==> src/include/apm_pkg.sv <==
// shared constants and types of the alarm priority mask core
// assumes a 50 MHz core clock and byte-addressed register words
package apm_pkg;

	// ****************************************
	// timing
	// ****************************************
	localparam int unsigned CLK_HZ       = 50_000_000;
	localparam int unsigned OUT_HOLD_MS  = 1000;
	localparam int unsigned ENC_HOLD_MS  = 3000;
	localparam int unsigned OUT_HOLD_CYC = OUT_HOLD_MS * (CLK_HZ / 1000);
	localparam int unsigned ENC_HOLD_CYC = ENC_HOLD_MS * (CLK_HZ / 1000);
	localparam int unsigned HOLD_W       = 28;

	// ****************************************
	// alarms, index is precedence minus one
	// ****************************************
	localparam int unsigned ALARM_N   = 10;
	localparam int unsigned A_AC_FAIL = 0;
	localparam int unsigned A_OTP     = 1;
	localparam int unsigned A_OTP_S   = 2;
	localparam int unsigned A_FAN     = 3;
	localparam int unsigned A_FAN_S   = 4;
	localparam int unsigned A_FLD     = 8;
	localparam int unsigned A_EXT_SD  = 9;
	// self-clearing sources: ac, otp, fans, interlock, ext shutdown
	localparam logic [9:0] AUTO_VEC = 10'h23F;
	// every source but the two fans shuts the output
	localparam logic [9:0] OFF_VEC  = 10'h3E7;

	// ****************************************
	// mask and latch fields (weight = 2**pos)
	// ****************************************
	localparam int unsigned M_OTP   = 1;
	localparam int unsigned M_OTP_S = 2;
	localparam int unsigned M_FAN   = 3;
	localparam int unsigned M_FAN_S = 4;
	localparam int unsigned M_FLD   = 7;
	localparam int unsigned M_EXT   = 8;
	localparam int unsigned L_ACF   = 0;
	localparam int unsigned L_OTP   = 1;
	localparam int unsigned L_OTP_S = 2;
	localparam int unsigned L_FLD   = 7;
	localparam logic [8:0] MASK_WM   = 9'h19E;
	localparam logic [7:0] LATCH_WM  = 8'h87;
	localparam logic [8:0] MASK_RST  = 9'h000;
	localparam logic [7:0] LATCH_RST = 8'h00;

	// ****************************************
	// register map
	// ****************************************
	localparam logic [4:0] REG_CTRL  = 5'h00;
	localparam logic [4:0] REG_MASK  = 5'h04;
	localparam logic [4:0] REG_LATCH = 5'h08;
	localparam logic [4:0] REG_CFG   = 5'h0C;
	localparam logic [4:0] REG_COND  = 5'h10;
	localparam logic [4:0] REG_PEND  = 5'h14;
	localparam logic [4:0] REG_STATE = 5'h18;
	localparam int unsigned C_CLR     = 0;
	localparam int unsigned C_ON      = 1;
	localparam int unsigned C_OFF     = 2;
	localparam int unsigned C_AUX_ON  = 3;
	localparam int unsigned C_AUX_OFF = 4;
	localparam int unsigned CFG_OUT   = 0;
	localparam int unsigned CFG_AUX   = 1;
	localparam int unsigned ST_OUT    = 0;
	localparam int unsigned ST_AUX    = 1;
	localparam int unsigned ST_LED    = 2;
	localparam int unsigned ST_CHK    = 3;
	localparam int unsigned ST_TRIP   = 4;
	localparam int unsigned ST_TOP    = 8;

	// ****************************************
	// display codes, 1..10 show alarm index+1
	// ****************************************
	localparam logic [3:0] MSG_NORMAL            = 4'h0;
	localparam logic [3:0] MSG_CHECKSUM_FAIL     = 4'hB;
	localparam logic [3:0] MSG_OUTPUT_RESTORE_ON = 4'hC;
	localparam logic [3:0] MSG_OUTPUT_RESTORE_OF = 4'hD;
	localparam logic [3:0] MSG_AUX_RESTORE_ON    = 4'hE;
	localparam logic [3:0] MSG_AUX_RESTORE_OF    = 4'hF;

	typedef struct packed {
		logic aux_rst;
		logic out_rst;
	} apm_cfg_t;

endpackage

==> src/apm_core.sv <==
// alarm precedence, masking, indicator latch and output restore
// assumes synchronous pins, an outside store for power-cycle state
`timescale 1ns/1ps
`default_nettype none

// ****************************************
// button hold timer
// ****************************************
module apm_hold
	import apm_pkg::*;
#(
	parameter int unsigned N = 16
) (
	input  wire logic core_clk,
	input  wire logic reset,
	input  wire logic btn,
	output logic      long_p,
	output logic      short_p
);
	logic [HOLD_W-1:0] cnt_q;
	logic              done_q;
	wire logic         last_w = (cnt_q == HOLD_W'(N - 1));

	always_ff @(posedge core_clk) begin
		if (reset) begin
			cnt_q   <= '0;
			done_q  <= 1'b0;
			long_p  <= 1'b0;
			short_p <= 1'b0;
		end else begin
			long_p  <= btn & ~done_q & last_w;
			short_p <= ~btn & ~done_q & (cnt_q != '0);
			done_q  <= btn & (done_q | last_w);
			cnt_q   <= (btn & ~done_q & ~last_w) ? cnt_q + 1'b1 :
				(btn ? cnt_q : '0);
		end
	end
endmodule

// ****************************************
// top
// ****************************************
module apm_core
	import apm_pkg::*;
#(
	parameter int unsigned OUT_HOLD = OUT_HOLD_CYC,
	parameter int unsigned ENC_HOLD = ENC_HOLD_CYC
) (
	input  wire logic        core_clk,
	input  wire logic        reset,
	input  wire logic [4:0]  avs_address,
	input  wire logic        avs_read,
	input  wire logic        avs_write,
	input  wire logic [31:0] avs_writedata,
	input  wire logic [3:0]  avs_byteenable,
	output logic [31:0]      avs_readdata,
	output logic             avs_waitrequest,
	input  wire logic [9:0]  alarm_src,
	input  wire logic        chk_fail,
	input  wire logic        nv_out_prev,
	input  wire logic        nv_out_rst,
	input  wire logic        nv_aux_rst,
	input  wire logic        btn_out,
	input  wire logic        btn_aux,
	input  wire logic        btn_enc,
	output logic             out_en_q,
	output logic             aux_en_q,
	output logic             alarm_led_q,
	output logic [3:0]       disp_msg_q,
	output logic             disp_blink_q,
	output logic             out_rst,
	output logic             aux_rst
);
	logic       wait_q;
	logic [8:0] mask_q;
	logic [7:0] latch_q;
	apm_cfg_t   cfg_q;
	logic [9:0] pend_q;
	logic       boot_q;
	logic       ff_q;
	logic       trip_q;
	logic       pre_q;
	logic       lhit_q;
	logic       oset_q;
	logic       aset_q;
	logic [3:0] top_idx;
	logic [3:0] disp_d;
	logic       out_long;
	logic       out_short;
	logic       aux_long;
	logic       aux_short;
	logic       enc_long;

	assign avs_waitrequest = wait_q;
	assign out_rst = cfg_q.out_rst;
	assign aux_rst = cfg_q.aux_rst;

	// ****************************************
	// register bus
	// ****************************************
	wire logic        req_w = avs_read | avs_write;
	wire logic        wr_w  = avs_write & ~wait_q;
	wire logic [15:0] bm_w  = {{8{avs_byteenable[1]}},
		{8{avs_byteenable[0]}}};
	wire logic [8:0]  mwm_w = MASK_WM & bm_w[8:0];
	wire logic [7:0]  lwm_w = LATCH_WM & bm_w[7:0];
	wire logic        ctl_w = wr_w & (avs_address == REG_CTRL)
		& avs_byteenable[0];
	wire logic        wmsk_w = wr_w & (avs_address == REG_MASK);
	wire logic        wlat_w = wr_w & (avs_address == REG_LATCH);
	wire logic        wcfg_w = wr_w & (avs_address == REG_CFG)
		& avs_byteenable[0];
	wire logic rc_clr = ctl_w & avs_writedata[C_CLR];
	wire logic rc_on  = ctl_w & avs_writedata[C_ON];
	wire logic rc_off = ctl_w & avs_writedata[C_OFF];
	wire logic rc_aon = ctl_w & avs_writedata[C_AUX_ON];
	wire logic rc_aof = ctl_w & avs_writedata[C_AUX_OFF];

	// ****************************************
	// source gating
	// ****************************************
	logic [9:0] msk_vec;
	logic [9:0] lat_vec;
	always_comb begin
		msk_vec = '0;
		lat_vec = '0;
		msk_vec[A_OTP]    = mask_q[M_OTP];
		msk_vec[A_OTP_S]  = mask_q[M_OTP_S];
		msk_vec[A_FAN]    = mask_q[M_FAN];
		msk_vec[A_FAN_S]  = mask_q[M_FAN_S];
		msk_vec[A_FLD]    = mask_q[M_FLD];
		msk_vec[A_EXT_SD] = mask_q[M_EXT];
		lat_vec[A_AC_FAIL] = latch_q[L_ACF];
		lat_vec[A_OTP]     = latch_q[L_OTP];
		lat_vec[A_OTP_S]   = latch_q[L_OTP_S];
		lat_vec[A_FLD]     = latch_q[L_FLD];
	end

	wire logic [9:0] cond_w = alarm_src & ~msk_vec;
	wire logic [9:0] drop_w = AUTO_VEC & ~cond_w;
	wire logic [9:0] new_w  = cond_w & ~pend_q;
	wire logic [9:0] top_oh = pend_q & ~(pend_q - 10'h001);
	wire logic       clr_evt = enc_long | rc_clr;
	wire logic [9:0] clr_one = clr_evt ? top_oh : 10'h000;
	// set wins: a live cause re-arms in the clearing cycle
	// masking a source also drops a flag it left pending
	wire logic [9:0] pend_d = (pend_q & ~clr_one & ~drop_w & ~msk_vec)
		| cond_w;

	always_comb begin
		top_idx = '0;
		for (int i = ALARM_N - 1; i >= 0; i--) begin
			if (pend_q[i]) begin
				top_idx = 4'(i + 1);
			end
		end
	end

	// ****************************************
	// output control
	// ****************************************
	wire logic off_new = |(new_w & OFF_VEC);
	wire logic blocked = (|(pend_q & OFF_VEC)) | ff_q;
	wire logic trip_end = trip_q & ~(|(pend_q & OFF_VEC)) & ~off_new;
	wire logic on_req = (out_short & ~oset_q & ~out_en_q) | rc_on;
	wire logic off_req = (out_short & ~oset_q & out_en_q) | rc_off;
	wire logic on_ok = on_req & ~blocked;
	wire logic led_clr = (clr_evt | on_ok) & (pend_d == '0)
		& ~ff_q;
	wire logic led_set = (|new_w) | (boot_q & chk_fail);

	always_ff @(posedge core_clk) begin
		if (reset) begin
			out_en_q <= 1'b0;
		end else if (off_new | ff_q) begin
			out_en_q <= 1'b0;
		end else if (boot_q) begin
			out_en_q <= nv_out_rst & nv_out_prev & ~chk_fail;
		end else if (trip_end) begin
			out_en_q <= pre_q & ~lhit_q;
		end else if (on_ok) begin
			out_en_q <= 1'b1;
		end else if (off_req) begin
			out_en_q <= 1'b0;
		end
	end

	// pre-alarm state and whether any latched source took part
	always_ff @(posedge core_clk) begin
		if (reset) begin
			trip_q <= 1'b0;
			pre_q  <= 1'b0;
			lhit_q <= 1'b0;
		end else if (off_new) begin
			trip_q <= 1'b1;
			pre_q  <= trip_q ? pre_q : (out_en_q | (boot_q & nv_out_rst
				& nv_out_prev));
			lhit_q <= (trip_q & lhit_q) | (|(new_w & lat_vec));
		end else if (trip_end) begin
			trip_q <= 1'b0;
			lhit_q <= 1'b0;
		end
	end

	// ****************************************
	// alarm state and indicator
	// ****************************************
	always_ff @(posedge core_clk) begin
		if (reset) begin
			pend_q      <= '0;
			boot_q      <= 1'b1;
			ff_q        <= 1'b0;
			alarm_led_q <= 1'b0;
		end else begin
			pend_q <= pend_d;
			boot_q <= 1'b0;
			// sampled once; only reset removes it
			ff_q <= ff_q | (boot_q & chk_fail);
			if (led_set) begin
				alarm_led_q <= 1'b1;
			end else if (led_clr) begin
				alarm_led_q <= 1'b0;
			end
		end
	end

	// ****************************************
	// settings, aux and display
	// ****************************************
	always_ff @(posedge core_clk) begin
		if (reset) begin
			cfg_q    <= '0;
			aux_en_q <= 1'b0;
			oset_q   <= 1'b0;
			aset_q   <= 1'b0;
		end else if (boot_q) begin
			cfg_q.out_rst <= nv_out_rst;
			cfg_q.aux_rst <= nv_aux_rst;
			aux_en_q      <= nv_aux_rst;
		end else begin
			oset_q <= oset_q ^ out_long;
			aset_q <= aset_q ^ aux_long;
			if (wcfg_w) begin
				cfg_q.out_rst <= avs_writedata[CFG_OUT];
				cfg_q.aux_rst <= avs_writedata[CFG_AUX];
			end else begin
				cfg_q.out_rst <= cfg_q.out_rst ^ (oset_q & out_short);
				cfg_q.aux_rst <= cfg_q.aux_rst ^ (aset_q & aux_short);
			end
			if (rc_aon | rc_aof) begin
				aux_en_q <= rc_aon;
			end else if (aux_short & ~aset_q) begin
				aux_en_q <= ~aux_en_q;
			end
		end
	end

	always_comb begin
		if (ff_q) begin
			disp_d = MSG_CHECKSUM_FAIL;
		end else if (oset_q) begin
			disp_d = cfg_q.out_rst ? MSG_OUTPUT_RESTORE_ON
				: MSG_OUTPUT_RESTORE_OF;
		end else if (aset_q) begin
			disp_d = cfg_q.aux_rst ? MSG_AUX_RESTORE_ON
				: MSG_AUX_RESTORE_OF;
		end else begin
			disp_d = top_idx;
		end
	end

	always_ff @(posedge core_clk) begin
		if (reset) begin
			disp_msg_q   <= MSG_NORMAL;
			disp_blink_q <= 1'b0;
		end else begin
			disp_msg_q   <= disp_d;
			disp_blink_q <= ff_q | ((|pend_q) & ~oset_q & ~aset_q);
		end
	end

	// ****************************************
	// register file and bus answer
	// ****************************************
	wire logic [31:0] state_w = {20'h0, top_idx, 3'h0, trip_q, ff_q,
		alarm_led_q, aux_en_q, out_en_q};
	wire logic [31:0] rd_mux =
		(avs_address == REG_MASK)  ? {23'h0, mask_q} :
		(avs_address == REG_LATCH) ? {24'h0, latch_q} :
		(avs_address == REG_CFG)   ? {30'h0, cfg_q.aux_rst, cfg_q.out_rst} :
		(avs_address == REG_COND)  ? {22'h0, cond_w} :
		(avs_address == REG_PEND)  ? {22'h0, pend_q} :
		(avs_address == REG_STATE) ? state_w : 32'h0000_0000;

	// two-cycle answer; unmapped reads give zero, writes vanish
	always_ff @(posedge core_clk) begin
		if (reset) begin
			wait_q       <= 1'b1;
			avs_readdata <= '0;
			mask_q       <= MASK_RST;
			latch_q      <= LATCH_RST;
		end else begin
			wait_q <= ~(req_w & wait_q);
			if (avs_read & wait_q) begin
				avs_readdata <= rd_mux;
			end
			if (wmsk_w) begin
				mask_q <= (mask_q & ~mwm_w)
					| (avs_writedata[8:0] & mwm_w);
			end
			if (wlat_w) begin
				latch_q <= (latch_q & ~lwm_w) | (avs_writedata[7:0] & lwm_w);
			end
		end
	end

	// ****************************************
	// buttons
	// ****************************************
	apm_hold #(.N(OUT_HOLD)) u_out_hold (
		.core_clk (core_clk),
		.reset    (reset),
		.btn      (btn_out),
		.long_p   (out_long),
		.short_p  (out_short)
	);

	apm_hold #(.N(OUT_HOLD)) u_aux_hold (
		.core_clk (core_clk),
		.reset    (reset),
		.btn      (btn_aux),
		.long_p   (aux_long),
		.short_p  (aux_short)
	);

	apm_hold #(.N(ENC_HOLD)) u_enc_hold (
		.core_clk (core_clk),
		.reset    (reset),
		.btn      (btn_enc),
		.long_p   (enc_long),
		.short_p  ()
	);
endmodule

`default_nettype wire

==> config.mk <==
export PLATFORM = sky130hd
export DESIGN_NAME = apm_core
export DESIGN_NICKNAME = d
export VERILOG_FILES = /design/src/include/apm_pkg.sv /design/src/apm_core.sv
export SDC_FILE = /design/constraint.sdc
export NUM_CORES = 1
export LEC_CHECK = 0
export BUFFER_PORTS_ARGS = -buffer_cell sky130_fd_sc_hd__buf_2
export CAP_MARGIN = 0
export CORE_ASPECT_RATIO = 0.5
export CORE_MARGIN = 2
export CORE_UTILIZATION = 55
export CTS_BUF_LIST = sky130_fd_sc_hd__clkbuf_2 sky130_fd_sc_hd__clkbuf_4 sky130_fd_sc_hd__clkbuf_8
export CTS_CLUSTER_DIAMETER = 150
export DETAILED_ROUTE_END_ITERATION = 16
export HOLD_SLACK_MARGIN = 0.15
export PLACE_DENSITY = 0.78
export SYNTH_ARGS = -nofsm -noshare
export SYNTH_HDL_FRONTEND = slang
export SYNTH_SLANG_ARGS = --single-unit
==> constraint.sdc <==
create_clock -name core_clk -period 3.1 [get_ports core_clk]
set_clock_uncertainty 0.2 [all_clocks]
set_input_delay 0.465 -clock core_clk [delete_from_list [all_inputs] [get_ports core_clk]]
set_output_delay 0.465 -clock core_clk [all_outputs]
set_load 0.005 [all_outputs]
==> results.ini, run 1 <==
[status]
status = finished, final reports clean

[cts]
cts.sinks = 142
clockBufferDepth = 2
ctsHtreeMaxLevel = 4
cts.clk_slew.worst_paths_ns = 0.08
cts-root-buf = clkbuf_8
clock_latency_ns = 0.45
cts_buffers = 17
cts-resized-gates = 0
cts_tree = built

[yosys]
synth_edf_count = 0
synth_compound_area_share_pct = 9.85
synth_top_family_by_area = simple AND/OR/NAND/NOR gates
yosysTopAreaCellShare_pct = 41.3
synth-simple-area-share_pct = 31.5
synth_xor_area_share_pct = 10.4
yosys.area.top_type = dfxtp_1
synthArstFlopShare_pct = 0
synth_seq_cells = 142
synthFlopType = dfxtp_1
synthMuxAreaShare_pct = 0.728
synthTopCellsByArea = dfxtp_1, xor2_1, nor2_1
syn_inst = 818
ys_warn_count = 0
yosysSeqAreaShare_pct = 41.3
synth_area_sq_um = 6880
syn_avg_cell_area_sq_um = 8.41
synth_cell_type_count = 66
synthAdderAreaFrac_pct = 1.06

[critical_path]
required_ns = 3.24
endpoint_kind = flip-flop
cp_slowest_cell = or4_4
cp.arrival_ns = 2.73
slowest_delay_ns = 0.55
cpLargestDelayFamily = simple AND/OR/NAND/NOR gates
startpoint_type = input port
cp_max_fo = 7
r2r_setup_slack_ns = 0.73
cp_num_buf_inv = 2
r2r_cells = 5
worstSetupPathType = in2reg
path_cells = dlygate4sd3_1 -> buf_2 -> nor2b_1 -> or4_4 -> nor4_4 -> nand4_1 -> o31a_1
cp.depth = 7

[floorplanning]
io_pins = 105
coreArea_sq_um = 12000
die_y_microns = 83.1
rows = 28
initial_utilization_pct = 57.2
die_w_microns = 162
die_area_sq_um = 13500

[route]
ant_nets = 0
via_count = 6129
wl_microns = 16300
first_pass_iters = 5
drt_first_iter_violations = 421
drt-vias-per-instance = 5.70
route.detailed.drc = 0
post_drt_wl_per_cell_microns = 15.1

[timing]
fin_tns_setup_ns = 0
setup_viol = 0
fmax_ghz = 0.386
max_slew_margin_pct = 47.0
period_minus_slack_ns = 2.59
drv_slew = 0
rsz0062_at_grt = no
hold_viol = 0
worst_pin_slew_ns = 0.793
finalCritPeriodShare_pct = 83.5

[placed_design]
dpl.hpwl_microns = 11100
io_buffers = 57
gp_congestion = 0.967

[power]
intPower_mw = 2.92
clock_power_share_pct = 43.7
pwr-share-comb_pct = 6.6
leakagePower_nw = 3.06
peakVddDrop_v = 0.000257
switching_share_pct = 23.4
power.total_mw = 3.80
switchingPower_mw = 0.889
power_density_nw_per_um2 = 479
power_frac_seq_pct = 49.7

[grt]
antenna_found_initial = 0
use_met1_pct = 31.2
grt.total_usage_pct = 24.5
grt_max_degree = 46
gr-max-usage-layer = met2
grt_pass1_vias = 5702
met3_usage_pct = 5.24
met2_usage_pct = 40.7
overflow = 0
grt_pass1_wl_microns = 26900

[layout]
finalNetCount = 965
multi_input_area_sq_um = 3760
regArea_sq_um = 2840
syn2layout_area_growth_pct = 15.7
num_antenna_cells = 0
fillers = 979
drive_gt1_share_pct = 12.7

[run]
drv_cap = 0

[worst_hold_path]
hp-class = in2reg
whs_path_depth = 3

## final timing paths
kind                         from               to
setup / recovery     alarm_src[6]      alarm_led_q
hold / removal       alarm_src[9]        pend_q[9]
setup reg to reg        pend_q[7]      alarm_led_q
hold reg to reg   avs_readdata[7]  avs_readdata[7]
## what timing repair did
action	4_1_cts	5_1_grt
hold buffers	23	0
setup buffers	0	0
hold endpoints to repair	26	0
## per-stage QoR
stage	cells	area [sq um]	setup slack [ns]	hold slack, ns	util [%]
after floorplan	837	6950	0.830	0.222	-
after global placement	1021	7270	0.576	0.243	60.5
after detailed placement	1021	7270	0.535	0.253	60.5
after CTS	1075	7950	0.537	0.154	66.2
after global routing	1075	7950	0.417	0.175	66.2
final	1075	7950	0.511	0.181	66.2
## kinds of logic after synthesis
group / Yosys count
AO/OA/AOI/OAI: 104
XOR/XNOR: 82
adder cells (fa/ha/maj): 6
buffers and inverters: 70
flip-flops: 142
multiplexers: 5
other: 1
AND/OR/NAND/NOR: 408
## area by class of cell
type                       count  share of cell area, %
timing repair buffer          96                   7.99
inverter                      16                  0.755
sequential                   142                   35.8
tap                          165                   2.60
multi-input combinational    625                   47.3
clock buffer                  21                   3.63
clock inverter                10                   2.01
## routing by layer
layer  routed length [microns]  share of wire, %
met1                      7490                46
met2                      7400                46
met3                      1000               6.2
met5                         0                 0
met4                       363               2.2
## registers in the layout, indices dropped and copies added (netlist names), 4 cells and up, named ones only
register and flops:
u_out_hold.cnt_q 28, u_enc_hold.cnt_q 28, pend_q 10, avs_readdata 12
u_aux_hold.cnt_q 28, disp_msg_q 4
## power groups by stage
stage	clock (mW)	combinational [mW]	sequential, mW
after floorplan	0	0.157	1.92
after global placement	0	0.218	1.93
after detailed placement	0	0.223	1.93
after CTS	1.69	0.247	1.89
after global routing	1.77	0.277	1.90
final	1.66	0.251	1.89
## Yosys cell counts, types with 6 or more instances
library cell,n
inv_1,16
nand4_1,35
a21oi_1,39
nand2b_1,10
buf_4,20
clkbuf_1,27
o21ai_0,13
nor4_1,12
and4_1,11
xor2_1,69
nor3_1,12
a31oi_1,7
and2_1,11
buf_2,7
nor2_1,143
nor2b_1,9
nand2_1,54
a22oi_1,6
or4_1,7
dfxtp_1,142
and3_1,25
xnor2_1,13
nand3_1,49
## worst reg2reg max path, stage by stage (launching register included)
cell and delay, ns:
dfxtp_1 0.54, nor2b_1 0.09, or4_4 0.54, nor4_4 0.47, nand4_1 0.14, o31a_1 0.30
## layout by cell type (no fill, tap or decap), types with 3 or more instances in the layout
cell,count
nand2b_1,10
nor3b_1,3
or4_1,7
nand4_1,35
o21ai_0,13
xnor2_1,13
and4_1,11
mux2i_1,5
dfxtp_1,142
buf_2,57
xor2_1,69
nor4_1,12
and2_1,11
inv_1,16
nor4b_2,3
a211oi_1,5
a31oi_1,7
nand3_1,49
and3_1,25
clkbuf_8,21
ha_1,5
nand2_1,54
conb_1,20
a221oi_1,4
nor2b_1,9
bufinv_16,4
a32oi_1,4
dlygate4sd3_1,23
a22oi_1,6
nor4_4,3
o211ai_1,4
a21oi_1,39
clkinvlp_4,4
or3_1,3
nor2_1,143
nor3_1,12
buf_4,16
nor4b_1,5
No activity file was read; power rests on OpenSTA's default activity.
==> run 2, diff against run 1 <==
==> constraint.sdc (replaced) <==
create_clock -name core_clk -period 2.5 [get_ports core_clk]
set_clock_uncertainty 0.2 [all_clocks]
set_input_delay 0.375 -clock core_clk [delete_from_list [all_inputs] [get_ports core_clk]]
set_output_delay 0.375 -clock core_clk [all_outputs]
set_load 0.005 [all_outputs]
==> run 2 against run 1 <==
Clock-buffer cell count down 3. Clock power up 31%. Power up 28%. Highest routed layer unchanged. Die area unchanged. Global-route usage up 0.43 points. Final cell count up 1.0%.
==> results.ini, run 2 (same netlist as run 1, synthesis figures left out) <==
[critical_path]
endpoint_kind = flip-flop
critPathLaunch = alarm_src[7]
slowest_delay_ns = 0.54
reg2reg_from = u_out_hold.cnt_q[11]
crit_end = pre_q
r2r_setup_slack_ns = 0.13
cp_slowest_cell = dlygate4sd3_1
cp.arrival_ns = 2.57
startpoint_type = input port
worstSetupPathType = in2reg
cp_max_fo = 6
required_ns = 2.66
r2r_cells = 7
crit-reg2reg-capture = u_out_hold.cnt_q[3]
path_cells = dlygate4sd3_1 -> buf_2 -> nor2b_1 -> or4_4 -> nor4_4 -> buf_4 -> nor2_1 -> a311oi_2

[layout]
num_antenna_cells = 0
multi_input_area_sq_um = 3760
syn2layout_area_growth_pct = 17.3
regArea_sq_um = 2840
drive_gt1_share_pct = 13.5
fillers = 995
final_cell_mix = nor2_1, dfxtp_1, xor2_1
final_common_cell = nor2_1
reg_top3 = u_aux_hold.cnt_q: 28 flops, u_enc_hold.cnt_q: 28 flops, u_out_hold.cnt_q: 28 flops
finalNetCount = 976

[cts]
cts.clk_slew.worst_paths_ns = 0.08
cts_tree = built
ctsHtreeMaxLevel = 4
cts_buffers = 17
clockBufferDepth = 2
cts.sinks = 142
post-cts-setup-buffer-count = 0
clock_latency_ns = 0.45
cts-root-buf = clkbuf_8

[floorplanning]
die_area_sq_um = 13500
initial_utilization_pct = 57.2
coreArea_sq_um = 12000
die_w_microns = 162
die_y_microns = 83.1
io_pins = 105
rows = 28

[power]
peakVddDrop_v = 0.000306
intPower_mw = 3.74
power_frac_seq_pct = 48.3
clock_power_share_pct = 45.0
leakagePower_nw = 3.14
power_density_nw_per_um2 = 601
pwr-share-comb_pct = 6.7
switchingPower_mw = 1.12
switching_share_pct = 23.0

[timing]
worst_pin_slew_ns = 0.609
finalCritPeriodShare_pct = 96.5
rsz0062_at_grt = no
max_slew_margin_pct = 59.3
setup_viol = 0
hold_viol = 0
fin_tns_setup_ns = 0
holdWs_ns = 0.218
drv_slew = 0
worst_slack_ns = 0.0881
period_minus_slack_ns = 2.41
fmax_ghz = 0.415

[grt]
grt_pass1_vias = 5718
grt.total_usage_pct = 25.0
grt_max_degree = 46
antenna_found_initial = 0
grt_pass1_wl_microns = 27400
overflow = 0

[route]
via_count = 6234
wl_microns = 16600
drt_first_iter_violations = 452
first_pass_iters = 5
drt-vias-per-instance = 5.74
post_drt_wl_per_cell_microns = 15.3
route.detailed.drc = 0
ant_nets = 0

[worst_hold_path]
hp-class = in2reg

[run]
drv_cap = 0

[placed_design]
pre_cts_ws_ns = 0.118
io_buffers = 57
dpl.hpwl_microns = 11400
gp_congestion = 0.940

[status]
status = finished, final reports clean

-- run 2: changes by cell type in the layout (fill, tap and decap cells not counted) --
cell           delta
bufinv_16         +2
a311oi_1          -1
clkinvlp_4        -4
a311oi_2          +1
clkinv_4          +1
clkinv_2          +4
buf_4             +7
dlygate4sd3_1     +4
clkbuf_8          -3
-- run 2: layer usage --
metal  vias up  wire length (microns)  GRT usage (%)
met5         -                      0              0
met4         0                    354           9.41
met3        34                   1090           4.90
li1       3024                      -              -
met2       244                   7650           40.6
met1      2932                   7540           32.9
-- run 2: repair_timing --
item                                   CTS  global route
gates resized for setup                  0             1
hold buffers                            27             0
setup endpoints to repair                0             1
endpoints found under the hold margin   33             0
-- run 2: per-stage QoR --
stage	instance area (sq um)	instances	utilization, %	power [mW]
detailed placement	7320	1028	61.0	2.68
finish	8070	1086	67.1	4.85
CTS	8060	1086	67.1	4.86
global route	8070	1086	67.1	5.02
global placement	7320	1028	61.0	2.67
floorplan	6950	837	-	2.58
-- run 2: worst min-delay path by stage --
stage	from	end	slack (ns)	cells past startpoint
global placement	avs_readdata[7]	avs_readdata[7]	0.24	2
floorplan	reset	boot_q	0.20	0
global route	avs_address[2]	flip-flop	0.24	5
finish	avs_address[2]	flip-flop	0.22	5
detailed placement	avs_readdata[7]	avs_readdata[7]	0.26	2
CTS	avs_address[2]	flip-flop	0.20	5
-- run 2: power groups by stage --
stage	sequential (mW)	combinational (mW)	clock [mW]
after floorplan	2.38	0.195	0
after global placement	2.39	0.280	0
after detailed placement	2.39	0.284	0
after CTS	2.34	0.319	2.20
after global routing	2.35	0.357	2.31
final	2.34	0.326	2.18
-- run 2: critical path, delay by kind of cell --
| kind | cells | cell delay (ns) |
|---|---|---|
| simple gates | 4 | 1.01 |
| buf+inv | 3 | 0.89 |
| compound gates | 1 | 0.30 |
-- run 2: final cells by class --
cell class / instances / share of cell area, %
Clock buffer: 18 / 3.07
Clock inverter: 13 / 2.71
Inverter: 16 / 0.744
Multi-Input combinational cell: 625 / 46.7
Sequential cell: 142 / 35.2
Tap cell: 165 / 2.56
Timing Repair Buffer: 107 / 9.03
==> run 3, diff against run 2 <==
--- a/config.mk
+++ b/config.mk
@@ -10,7 +10,7 @@
 export CORE_ASPECT_RATIO = 0.5
 export CORE_MARGIN = 2
 export CORE_UTILIZATION = 55
-export CTS_BUF_LIST = sky130_fd_sc_hd__clkbuf_2 sky130_fd_sc_hd__clkbuf_4 sky130_fd_sc_hd__clkbuf_8
+export CTS_BUF_LIST = sky130_fd_sc_hd__clkbuf_16
 export CTS_CLUSTER_DIAMETER = 150
 export DETAILED_ROUTE_END_ITERATION = 16
 export HOLD_SLACK_MARGIN = 0.15
==> run 3 against run 2 <==
Die area unchanged. Design area increased by 1.9%. Global-route usage increased by 0.68 points. Sequential power about the same. Via count increased by 0.91%. Combinational power about the same. Clock-buffer cell count decreased by 1. Power increased by 13%. Clock power increased by 29%. Flip-flop and latch count unchanged. Sequential share of layout area decreased by 0.66 points.
==> results.ini, run 3 (same netlist as run 1, synthesis figures left out) <==
[power]
power_frac_seq_pct = 42.8
peakVddDrop_v = 0.000400
switchingPower_mw = 1.19
intPower_mw = 4.29
switching_share_pct = 21.8
clock_power_share_pct = 51.3
pwr-share-comb_pct = 5.9
leakagePower_nw = 3.21
power_density_nw_per_um2 = 667

[route]
drt_first_iter_violations = 438
wl_microns = 17000
post_drt_wl_per_cell_microns = 15.7
route.met3.wl_microns = 1020
drt-vias-per-instance = 5.80
drt-met1-wl_microns = 7670
via_count = 6291
top_layer = met4
first_pass_iters = 5
ant_nets = 0
met2_length_microns = 7940
route.detailed.drc = 0

[cts]
cts-root-buf = clkbuf_16
cts_tree = built
cts-resized-gates = 0
ctsHtreeMaxLevel = 4
cts.sinks = 142
cts.clk_slew.worst_paths_ns = 0.06
clockBufferDepth = 2
clock_latency_ns = 0.41
cts_buffers = 17

[layout]
syn2layout_area_growth_pct = 19.6
finalNetCount = 974
drive_gt1_share_pct = 13.3
reg_top3 = u_aux_hold.cnt_q: 28 flops, u_enc_hold.cnt_q: 28 flops, u_out_hold.cnt_q: 28 flops
num_antenna_cells = 0
fin_util_pct = 68.4
final_cell_mix = nor2_1, dfxtp_1, xor2_1
final_common_cell = nor2_1

[placed_design]
io_buffers = 57
gp_congestion = 0.940
dpl.hpwl_microns = 11400

[critical_path]
reg2reg_from = u_out_hold.cnt_q[11]
required_ns = 2.57
endpoint_kind = flip-flop
cp_max_fo = 16
r2r_setup_slack_ns = 0.13
critPathLaunch = u_out_hold.cnt_q[11]
cp.arrival_ns = 2.45
worstSetupPathType = reg2reg
startpoint_type = flip-flop

[floorplanning]
io_pins = 105
coreArea_sq_um = 12000
rows = 28
die_y_microns = 83.1
die_area_sq_um = 13500
initial_utilization_pct = 57.2
die_w_microns = 162

[timing]
setup_viol = 0
period_minus_slack_ns = 2.37
rsz0062_at_grt = no
worst_pin_slew_ns = 0.594
finalCritPeriodShare_pct = 94.8
fin_tns_setup_ns = 0
hold_viol = 0
fmax_ghz = 0.422
max_slew_margin_pct = 60.3
drv_slew = 0

[grt]
grt_max_degree = 46
antenna_found_initial = 0
grt_pass1_wl_microns = 28300
overflow = 0
grt.total_usage_pct = 25.6
grt_pass1_vias = 5880

[worst_hold_path]
min_from = alarm_src[2]
hp-class = in2reg

[run]
drv_cap = 0

[status]
status = finished, final reports clean

-- run 3: cell types whose count changed in the layout (fill, tap and decap cells not counted), sizes merged --
cell	change
clkbuf	-1
clkinv	+1
dlygate4sd3	-2
-- run 3: critical path, cell delays in order (launching register included) --
cell	delay (ns)
dfxtp_1	0.32
or4_1	0.54
nor4_2	0.36
a41oi_1	0.20
buf_4	0.24
nand4_1	0.13
xor2_1	0.18
nor2_1	0.06
-- run 3: path summary, 6_finish.rpt --
check                   endpoint  depth (start not counted)
min reg2reg      avs_readdata[7]                          2
max reg2reg  u_out_hold.cnt_q[3]                          7
min                    pend_q[2]                          3
max          u_out_hold.cnt_q[3]                          7
-- run 3: final cells by class --
class / instances / area (sq um)
Clock buffer: 17 / 425
Clock inverter: 14 / 223
Fill cell: 957 / 3790
Inverter: 16 / 60.1
Multi-Input combinational cell: 625 / 3760
Sequential cell: 142 / 2840
Tap cell: 165 / 206
Timing Repair Buffer: 105 / 708
-- run 3: metal layers --
metal,up-vias,global-route usage [%]
li1,3025,-
met1,2978,33.6
met2,255,42.6
met3,33,4.10
met4,0,9.98
met5,-,0
-- run 3: power groups by stage --
stage	clock (mW)	sequential, mW	combinational [mW]
global placement	0	2.39	0.280
floorplan	0	2.38	0.195
finish	2.81	2.35	0.326
CTS	2.82	2.34	0.320
global route	2.95	2.35	0.358
detailed placement	0	2.39	0.284
-- run 3: what timing repair did --
item	in CTS	in global routing
endpoints found under the setup margin	0	1
hold buffers	25	0
buffers inserted	0	0
endpoints found under the hold margin	29	0
-- run 3: metrics by stage --
stage / worst slack, ns / area (sq um) / std cells / hold slack [ns] / total power, mW
4_1_cts: 0.103 / 8220 / 1084 / 0.175 / 5.49
5_1_grt: 0.000689 / 8220 / 1084 / 0.200 / 5.66
6_report: 0.129 / 8220 / 1084 / 0.198 / 5.49
3_3_place_gp: 0.131 / 7320 / 1028 / 0.243 / 2.67
3_5_place_dp: 0.118 / 7320 / 1028 / 0.256 / 2.68
2_1_floorplan: 0.320 / 6950 / 837 / 0.203 / 2.58
